<file path="config.mk">
export PLATFORM = sky130hd
export DESIGN_NAME = gated_prescaled_timer16
export DESIGN_NICKNAME = d
export VERILOG_FILES = /design/src/timer16_pkg.sv /design/src/gated_prescaled_timer16.sv
export VERILOG_INCLUDE_DIRS = /design/src
export SDC_FILE = /design/constraint.sdc
export NUM_CORES = 1
export LEC_CHECK = 0
export BUFFER_PORTS_ARGS = -buffer_cell sky130_fd_sc_hd__clkbuf_2
export CAP_MARGIN = 20
export CELL_PAD_IN_SITES_DETAIL_PLACEMENT = 1
export CELL_PAD_IN_SITES_GLOBAL_PLACEMENT = 1
export CORE_ASPECT_RATIO = 0.9
export CORE_MARGIN = 2
export CORE_UTILIZATION = 34
export DETAILED_ROUTE_END_ITERATION = 16
export GPL_ROUTABILITY_DRIVEN = 1
export GPL_TIMING_DRIVEN = 0
export PLACE_DENSITY = 0.83
export SETUP_SLACK_MARGIN = 0.4
export SYNTH_ARGS = -nofsm -noshare
export SYNTH_HDL_FRONTEND = slang
export SYNTH_SLANG_ARGS = --single-unit
</file>
<file path="constraint.sdc">
create_clock -name core_clk -period 1.9 [get_ports core_clk]
set_input_delay 0.095 -clock core_clk [delete_from_list [all_inputs] [get_ports core_clk]]
set_output_delay 0.095 -clock core_clk [all_outputs]
set_load 0.02 [all_outputs]
</file>
<file path="src/timer16_params.svh">
// Register offsets, field positions, reset values and prescale counts of the timer.
`ifndef TIMER16_PARAMS_SVH
`define TIMER16_PARAMS_SVH

`define OFS_TIMER_CONTROL 8'h00
`define OFS_COUNT 8'h04
`define OFS_PERIOD_VALUE 8'h08
`define OFS_IRQ_STATUS 8'h0C
`define OFS_IRQ_MASK 8'h10

`define BIT_RUN_CONTROL 15
`define BIT_IDLE_HALT 13
`define BIT_GATE_ACCUMULATE_ENABLE 6
`define BIT_PRESCALE_HI 5
`define BIT_PRESCALE_LO 4
`define BIT_EXT_CLOCK_SYNC 2
`define BIT_CLOCK_SOURCE_SELECT 1
`define CTRL_IMPL_MASK 32'h0000A076

`define ST_MATCH 0
`define ST_GATE_FALL 1
`define ST_WIDTH 2

`define PERIOD_RESET 16'hFFFF
`define COUNT_RESET 16'h0000

`define PSC_LAST_DIV1 8'h00
`define PSC_LAST_DIV8 8'h07
`define PSC_LAST_DIV64 8'h3F
`define PSC_LAST_DIV256 8'hFF

`endif

</file>
<file path="src/timer16_pkg.sv">
// Types shared by the gated prescaled timer.
package timer16_pkg;

  typedef struct packed {
    logic run_control;
    logic idle_halt;
    logic gate_accumulate_enable;
    logic [1:0] prescale_select;
    logic ext_clock_sync;
    logic clock_source_select;
  } ctrl_t;

  typedef struct packed {
    ctrl_t ctrl;
    logic [15:0] count;
    logic [15:0] period_value;
    logic [1:0] irq_status;
    logic [1:0] irq_mask;
    logic [7:0] presc;
    logic sync1;
    logic sync2;
    logic src_prev;
    logic gate_prev;
    logic wr_pend;
    logic rd_pend;
    logic [7:0] addr;
    logic [31:0] hrdata;
    logic hreadyout;
    logic irq;
  } state_t;

endpackage : timer16_pkg

</file>
<file path="src/gated_prescaled_timer16.sv">
// Gated prescaled 16-bit timer/counter with an AHB-Lite register slave.
`include "timer16_params.svh"

module gated_prescaled_timer16 (
  input wire logic core_clk,
  input wire logic reset,
  input wire logic hsel,
  input wire logic [31:0] haddr,
  input wire logic [1:0] htrans,
  input wire logic hwrite,
  input wire logic [2:0] hsize,
  input wire logic [31:0] hwdata,
  input wire logic hready,
  output logic hreadyout,
  output logic hresp,
  output logic [31:0] hrdata,
  input wire logic external_count_input,
  input wire logic idle_mode,
  output logic irq
);
  import timer16_pkg::*;

  // Last prescaler count before a tick, per prescale_select code.
  function automatic logic [7:0] presc_last(input logic [1:0] sel);
    case (sel)
      2'b11: presc_last = `PSC_LAST_DIV256;
      2'b10: presc_last = `PSC_LAST_DIV64;
      2'b01: presc_last = `PSC_LAST_DIV8;
      default: presc_last = `PSC_LAST_DIV1;
    endcase
  endfunction : presc_last

  function automatic logic [31:0] ctrl_word(input ctrl_t c);
    logic [31:0] w;
    w = 32'h00000000;
    w[`BIT_RUN_CONTROL] = c.run_control;
    w[`BIT_IDLE_HALT] = c.idle_halt;
    w[`BIT_GATE_ACCUMULATE_ENABLE] = c.gate_accumulate_enable;
    w[`BIT_PRESCALE_HI:`BIT_PRESCALE_LO] = c.prescale_select;
    w[`BIT_EXT_CLOCK_SYNC] = c.ext_clock_sync;
    w[`BIT_CLOCK_SOURCE_SELECT] = c.clock_source_select;
    ctrl_word = w;
  endfunction : ctrl_word

  state_t q;
  state_t next_q;

  logic accept;
  logic src_in;
  logic src_rise;
  logic run_ok;
  logic gated;
  logic base;
  logic presc_hit;
  logic tick;
  logic gate_fall;
  logic wr_ctrl;
  logic wr_count;
  logic [1:0] st_set;
  logic [1:0] st_clr;

  always_comb begin
    next_q = q;
    accept = hsel && htrans[1] && hready;
    wr_ctrl = q.wr_pend && (q.addr == `OFS_TIMER_CONTROL);
    wr_count = q.wr_pend && (q.addr == `OFS_COUNT);

    // Sync path: the first stage feeds only the second.
    next_q.sync1 = external_count_input;
    next_q.sync2 = q.sync1;
    src_in = q.ctrl.ext_clock_sync ? q.sync2 : external_count_input;
    src_rise = src_in && !q.src_prev;
    next_q.src_prev = src_in;
    next_q.gate_prev = external_count_input;

    run_ok = q.ctrl.run_control && !(q.ctrl.idle_halt && idle_mode);
    gated = !q.ctrl.clock_source_select && q.ctrl.gate_accumulate_enable;
    if (q.ctrl.clock_source_select) begin
      base = src_rise;
    end else if (gated) begin
      base = external_count_input;
    end else begin
      base = 1'b1;
    end
    presc_hit = (q.presc == presc_last(q.ctrl.prescale_select));
    tick = run_ok && base && presc_hit;
    gate_fall = run_ok && gated && q.gate_prev && !external_count_input;

    if (run_ok && base) begin
      next_q.presc = presc_hit ? 8'h00 : q.presc + 8'h01;
    end
    // A prescaler stopped by run_control rests at zero, so a count left over from a coarser ratio
    // cannot delay the first tick of the next run by up to 255 cycles.
    if (!q.ctrl.run_control) begin
      next_q.presc = 8'h00;
    end

    st_set = 2'b00;
    if (tick) begin
      if (q.count == q.period_value) begin
        next_q.count = `COUNT_RESET;
        st_set[`ST_MATCH] = 1'b1;
      end else begin
        next_q.count = q.count + 16'h0001;
      end
    end
    st_set[`ST_GATE_FALL] = gate_fall;

    // Bus writes take effect in the data phase.
    st_clr = 2'b00;
    if (q.wr_pend) begin
      case (q.addr)
        `OFS_TIMER_CONTROL: begin
          next_q.ctrl.run_control = hwdata[`BIT_RUN_CONTROL];
          next_q.ctrl.idle_halt = hwdata[`BIT_IDLE_HALT];
          next_q.ctrl.gate_accumulate_enable = hwdata[`BIT_GATE_ACCUMULATE_ENABLE];
          next_q.ctrl.prescale_select = hwdata[`BIT_PRESCALE_HI:`BIT_PRESCALE_LO];
          next_q.ctrl.ext_clock_sync = hwdata[`BIT_EXT_CLOCK_SYNC];
          next_q.ctrl.clock_source_select = hwdata[`BIT_CLOCK_SOURCE_SELECT];
          if (q.ctrl.run_control) begin
            next_q.presc = 8'h00;
          end
        end
        `OFS_COUNT: next_q.count = hwdata[15:0];
        `OFS_PERIOD_VALUE: next_q.period_value = hwdata[15:0];
        `OFS_IRQ_STATUS: st_clr = hwdata[`ST_WIDTH-1:0];
        `OFS_IRQ_MASK: next_q.irq_mask = hwdata[`ST_WIDTH-1:0];
        default: next_q.irq_mask = q.irq_mask;
      endcase
    end
    // A new event wins over a clear in the same cycle.
    next_q.irq_status = (q.irq_status & ~st_clr) | st_set;
    next_q.irq = |(next_q.irq_status & next_q.irq_mask);

    // Reads take one wait state so the data reflects any write just finished.
    next_q.wr_pend = accept && hwrite;
    next_q.rd_pend = accept && !hwrite;
    if (accept) begin
      next_q.addr = haddr[7:0];
    end
    next_q.hreadyout = !(accept && !hwrite);
    if (q.rd_pend) begin
      case (q.addr)
        `OFS_TIMER_CONTROL: next_q.hrdata = ctrl_word(q.ctrl);
        `OFS_COUNT: next_q.hrdata = {16'h0000, q.count};
        `OFS_PERIOD_VALUE: next_q.hrdata = {16'h0000, q.period_value};
        `OFS_IRQ_STATUS: next_q.hrdata = {30'h00000000, q.irq_status};
        `OFS_IRQ_MASK: next_q.hrdata = {30'h00000000, q.irq_mask};
        default: next_q.hrdata = 32'h00000000;
      endcase
    end
  end

  always_ff @(posedge core_clk) begin
    if (reset) begin
      q <= '0;
      q.period_value <= `PERIOD_RESET;
      q.hreadyout <= 1'b1;
    end else begin
      q <= next_q;
    end
  end

  assign hreadyout = q.hreadyout;
  assign hresp = 1'b0;
  assign hrdata = q.hrdata;
  assign irq = q.irq;
endmodule : gated_prescaled_timer16

</file>
## Word-level counts from Yosys, hierarchy flattened

Index checks and enable logic that the tools add are counted.
W data, S select, Z words.

| word-level totals | value |
|---|---|
| bits in registers | 98 |
| input bits | 76 |
| output and inout port bits | 35 |
| logic and storage cells | 79 |

| operators by class | value |
|---|---|
| reductions and logical operators | 23 |
| add/subtract/negate cells | 2 |
| equality and inequality tests | 9 |
| muxes and demuxes | 21 |
| bitwise operators | 4 |

Operators with widths:

| kind | count |
|---|---|
| $pmux W16 S5 | 1 |
| $mux W16 | 4 |
| $mux W8 | 5 |
| $mux W32 | 1 |
| $pmux W8 S3 | 1 |
| $add A16 B1 Y16 const B | 1 |
| $eq A16 B16 Y1 | 1 |
| $eq A8 B4 Y1 const B | 2 |
| $logic_and A1 B1 Y1 | 13 |
| $mux W10 | 1 |
| $add A8 B1 Y8 const B | 1 |
| $eq A8 B3 Y1 const B | 1 |
| $eq A8 B5 Y1 const B | 1 |
| $eq A8 B8 Y1 | 1 |
| $logic_not A8 Y1 | 1 |
| $logic_not A1 Y1 | 6 |
| $mux W2 | 3 |
| $mux W1 | 5 |
| $and A2 B2 Y2 | 2 |
| $eq A2 B2 Y1 const B | 2 |
| $reduce_and A2 Y1 | 2 |
| $eq A2 B1 Y1 const B | 1 |
| $not A2 Y2 | 1 |
| $or A2 B2 Y2 | 1 |
| $reduce_or A2 Y1 | 1 |

## Logic depth before layout (Yosys ltp)

| logic depth | value |
|---|---|
| depth in word-level cells | 12 |
| gate-level depth with buffers | 9 |
| gate-level depth less buffers | 6 |

## Least setup slack after synthesis

No wires, ideal clock.

| timing | value |
|---|---|
| path kind | register to register |
| start point | reg q[78] (netlist name) |
| end point | reg q[78] (netlist name) |
| slack | -0.107 ns |
| cell stages (with the launch flop) | 8 |
| data required time | 1.778 ns |
| clock period less this slack | 2.007 ns |
| arrival | 1.885 ns |
| path buffers | 1 |
| setup time | 0.122 ns |
| cell sequence | dfxtp_1 > clkbuf_1 > xnor2_1 > nand4_1 > nor4_2 > nor2_1 > o211a_1 > a221o_1 |

| between the ends | value |
|---|---|
| word-level cells in the longest chain between the ends | 5 |
| elaborated cells between the ends (all ways) | 6 |
| classes of those cells | add/sub (1); eq/ne (1); mux (4) |

Ends and longest elaborated chain:

| item | line | text |
|---|---|---|
| from (decl) | gated_prescaled_timer16.sv:45 | `state_t q;` |
| from (signal assigned) | gated_prescaled_timer16.sv:160 | `q <= next_q;` |
| $add A16 B1 Y16 / $eq A16 B16 Y1 (equally long branches) | gated_prescaled_timer16.sv:104, gated_prescaled_timer16.sv:100 |  |
| $mux W16 | gated_prescaled_timer16.sv:100 | `if (q.count == q.period_value) begin` |
| $mux W16 (*) | gated_prescaled_timer16.sv:99 | `if (tick) begin` |
| $mux W16 | gated_prescaled_timer16.sv:112 | `case (q.addr)` |
| $mux W32 (*) | gated_prescaled_timer16.sv:111 | `if (q.wr_pend) begin` |

Every way passes the cells marked *; elsewhere a longest branch is shown, timed or not.
A chain may end at the register's enable or synchronous reset.

## Worst setup path after layout

| timing | value |
|---|---|
| start point | reg q[95] (netlist name) |
| end point | reg q[78] (netlist name) |

| between the ends | value |
|---|---|
| word-level cells in the longest chain between the ends | 7 |
| elaborated cells between the ends (all ways) | 9 |
| classes of those cells | eq/ne (4); mux (4); reduce/logical (1) |

Ends and longest elaborated chain:

| item | line | text |
|---|---|---|
| $eq A2 B1 Y1 / $eq A2 B2 Y1 (equally long branches) | gated_prescaled_timer16.sv:25 | `case (sel)` |
| $pmux W8 S3 (*) | gated_prescaled_timer16.sv:25 |  |
| $eq A8 B8 Y1 (*) | gated_prescaled_timer16.sv:85 | `presc_hit = (q.presc == presc_last(q.ctrl.prescale_select));` |
| $logic_and A1 B1 Y1 (*) | gated_prescaled_timer16.sv:86 | `tick = run_ok && base && presc_hit;` |
| $mux W16 (*) | gated_prescaled_timer16.sv:99 |  |
| $mux W16 | gated_prescaled_timer16.sv:112 |  |
| $mux W32 (*) | gated_prescaled_timer16.sv:111 |  |

Marks and branches as above.

==> results.yml <==
setup_path:
  r2r-end: "q[78]$_SDFF_PP0_"
  cp_max_fo: 6
  crit_top_cell: "a221o_1"
  worst_ep_required_time_ns: 2.13
  r2r_start: "q[95]$_SDFFE_PP0P_"
  worstPathArrival_ns: 2.35
  worstSetupPathType: "reg -> reg"
  max_stage_delay_ns: 0.42
  r2r_setup_slack_ns: -0.22
  cpMaxStageDelayCell: "a221o_1"
  cp-startpoint: "q[95]$_SDFFE_PP0P_"
  crit_family: "compound AO/OA/AOI/OAI gates"
  worstPathCellList: "buf_6, nand3_2, a21o_1, a221o_1, or2_0, buf_4, o211a_1, a221o_1"
  worst-path-buf-inv: 2
  critPathLaunchType: "register"
  endpoint_kind: "register"
  reg2reg_depth: 8
  endpoint: "q[78]$_SDFF_PP0_"
  crit_cells: 8
route:
  route.detailed.drc: 0
  highest_layer: "met4"
  wire_per_inst_um: 22.2
  wl_met3_um: 1000
  first_iter_violations: 356
  wl_met1_um: 6830
  first_pass_iters: 5
  wl_met2_um: 9200
  avgViaCountPerCell: 5.57
  routed-via-count: 4443
  drt_wl_total_um: 17800
  ant_nets: 0
timing:
  fin_skew_ns: 0.0149
  rsz0062_at_grt: "true"
  setup_viol: 39
  worst_slew_pin_slew_ns: 0.944
  drv_slew: 0
  period_share_pct: 111
  slew-limit-headroom_pct: 37.1
  whs_ns: 0.0138
  hold_viol: 0
  setup_ws_ns: -0.216
  min_period_ns: 2.12
  max_freq_ghz: 0.473
layout:
  area_growth_pct: 54.6
  antenna_cells: 0
  layout.nets: 716
  final_common_cell: "dfxtp_1"
  final_cells: 798
  drive_above_1_share_pct: 41.4
  mostFrequentLayoutCells: "dfxtp_1 (65), clkbuf_2 (55), nand2_1 (54), buf_4 (54), nor2_1 (52)"
  final_util_pct: 54.5
  fillers: 1328
power:
  ir_worst_vdd_mv: 0.415
  power_density_nw_per_um2: 659
  p_leak_uw: 0.00250
clock_tree:
  clk_latency_ns: 0.36
  clock-sinks: 82
  path_clk_slew_ns: 0.06
  cts_buffers: 9
  clockBufferDepth: 2
  cts_tree: "built"
  cts_root_buf: "clkbuf_16"
  h-tree-depth: 3
logic_synthesis:
  ys_types: 44
  synthesis.area_sq_um: 4080
  avgSynthCellArea_sq_um: 8.02
  yosys_warnings: 0
  synth-edff-count: 0
  synth-seq-cells: 82
  async_reset_ff_share_pct: 0
  ys_seq_area_share_pct: 40.2
  netlist_instances: 509
  ys.flop_type: "dfxtp_1"
floorplan:
  ioPinCount: 111
  rows: 37
  die_y_um: 108
  fp.dieW_um: 119
  dieArea_sq_um: 12900
  start_util_pct: 35.3
  fp.coreArea_sq_um: 11600
status:
  status: "finished, violations left"
  violations: "setup timing"
placed_design:
  dp_cells: 730
  numPortBuffers: 49
  dp_slack_ns: -0.449
  gp_congestion: 0.905
  dp_hpwl_um: 9440
grt:
  antenna_found_initial: 0
  grt_pass1_wl_um: 25000
  track_usage_pct: 25.5
  grt_max_degree: 14
  grt_overflow_total: 0
  first_global_vias: 4621
worst_hold_path:
  hold_path_depth: 3
  worstHoldPathType: "in -> reg"
  hold_path.startpoint: "hwdata[7]"
job:
  cap_viol_max_count: 0
## worst min-delay path by stage
stage	endpoint	slack [ns]
after global routing	q[83]$_SDFF_PP0_	0.02
after global placement	q[84]$_SDFF_PP0_	0.32
after floorplan	q[46]$_SDFF_PP0_	0.17
final	q[83]$_SDFF_PP0_	0.01
after detailed placement	q[39]$_SDFFE_PP0P_	0.32
after CTS	q[79]$_SDFF_PP0_	0.004
## where the power goes
group,total [uW],switching (uW),internal [uW]
Combinational,377,214,163
Clock,2040,731,1310
Sequential,1740,16.3,1730
Total,4160,961,3200
## worst min-delay path, cell delays in order
cell	delay, ns
clkbuf_2	0.09
nand2_1	0.06
o21ai_1	0.07
## Yosys cell counts (10+ instances only)
cell type / n / area (sq um)
mux2i_1: 11 / 110
o21ai_0: 13 / 65.1
xnor2_1: 26 / 228
nand4_1: 17 / 106
a22oi_1: 10 / 75.1
buf_4: 33 / 248
a21oi_1: 26 / 130
clkbuf_1: 28 / 105
nand3_1: 29 / 145
and3_1: 10 / 62.6
nand2_1: 73 / 274
dfxtp_1: 82 / 1640
nor2_1: 61 / 229
## metrics by stage
stage / power, uW / area (sq um) / TNS (ns)
2_1_floorplan: 1950 / 4330 / -0.0653
3_3_place_gp: 2040 / 4770 / -4.38
3_5_place_dp: 2040 / 4770 / -5.31
4_1_cts: 4130 / 5960 / -2.59
5_1_grt: 4270 / 6310 / -6.64
6_report: 4160 / 6310 / -3.43
## routing by layer
| layer | track usage [%] | vias to the layer above |
|---|---|---|
| li1 | - | 1977 |
| met1 | 29.1 | 2200 |
| met2 | 46.5 | 203 |
| met3 | 5.91 | 63 |
| met4 | 9.75 | 0 |
| met5 | 0 | - |
## flip-flops by register name (all words and copies together) (netlist names)
register and count:
q 64, irq 1, hrdata 16, hreadyout 1
## cells by family after synthesis
group / Yosys count / share of synthesized area, %
muxes: 13 / 3.25
xor gates and xnor gates: 32 / 6.87
other: 1 / 0.0919
DFF: 82 / 40.2
and+or+nand+nor: 228 / 26.9
AOI/OAI and AO/OA: 79 / 12.2
adders and majority gates: 2 / 0.613
buffers and inverters: 72 / 9.81
## layout make-up
type | instances | area [sq um] | share of cell area, %
Multi-Input combinational cell | 371 | 2710 | 42.9
Sequential cell | 82 | 1680 | 26.6
Timing Repair Buffer | 102 | 795 | 12.6
Buffer | 66 | 574 | 9.10
Clock buffer | 10 | 239 | 3.79
Tap cell | 156 | 195 | 3.09
Clock inverter | 5 | 103 | 1.63
Inverter | 6 | 22.5 | 0.357
## what timing repair did
item                                   CTS  global route
buffers inserted                        28             7
setup endpoints to repair               67            67
resized for setup                      100            82
endpoints found under the hold margin   17             0
pin swaps                               52            32
hold buffers                            15             0
gates cloned                             3             0
Note: power is estimated with default switching activity, not from simulation.
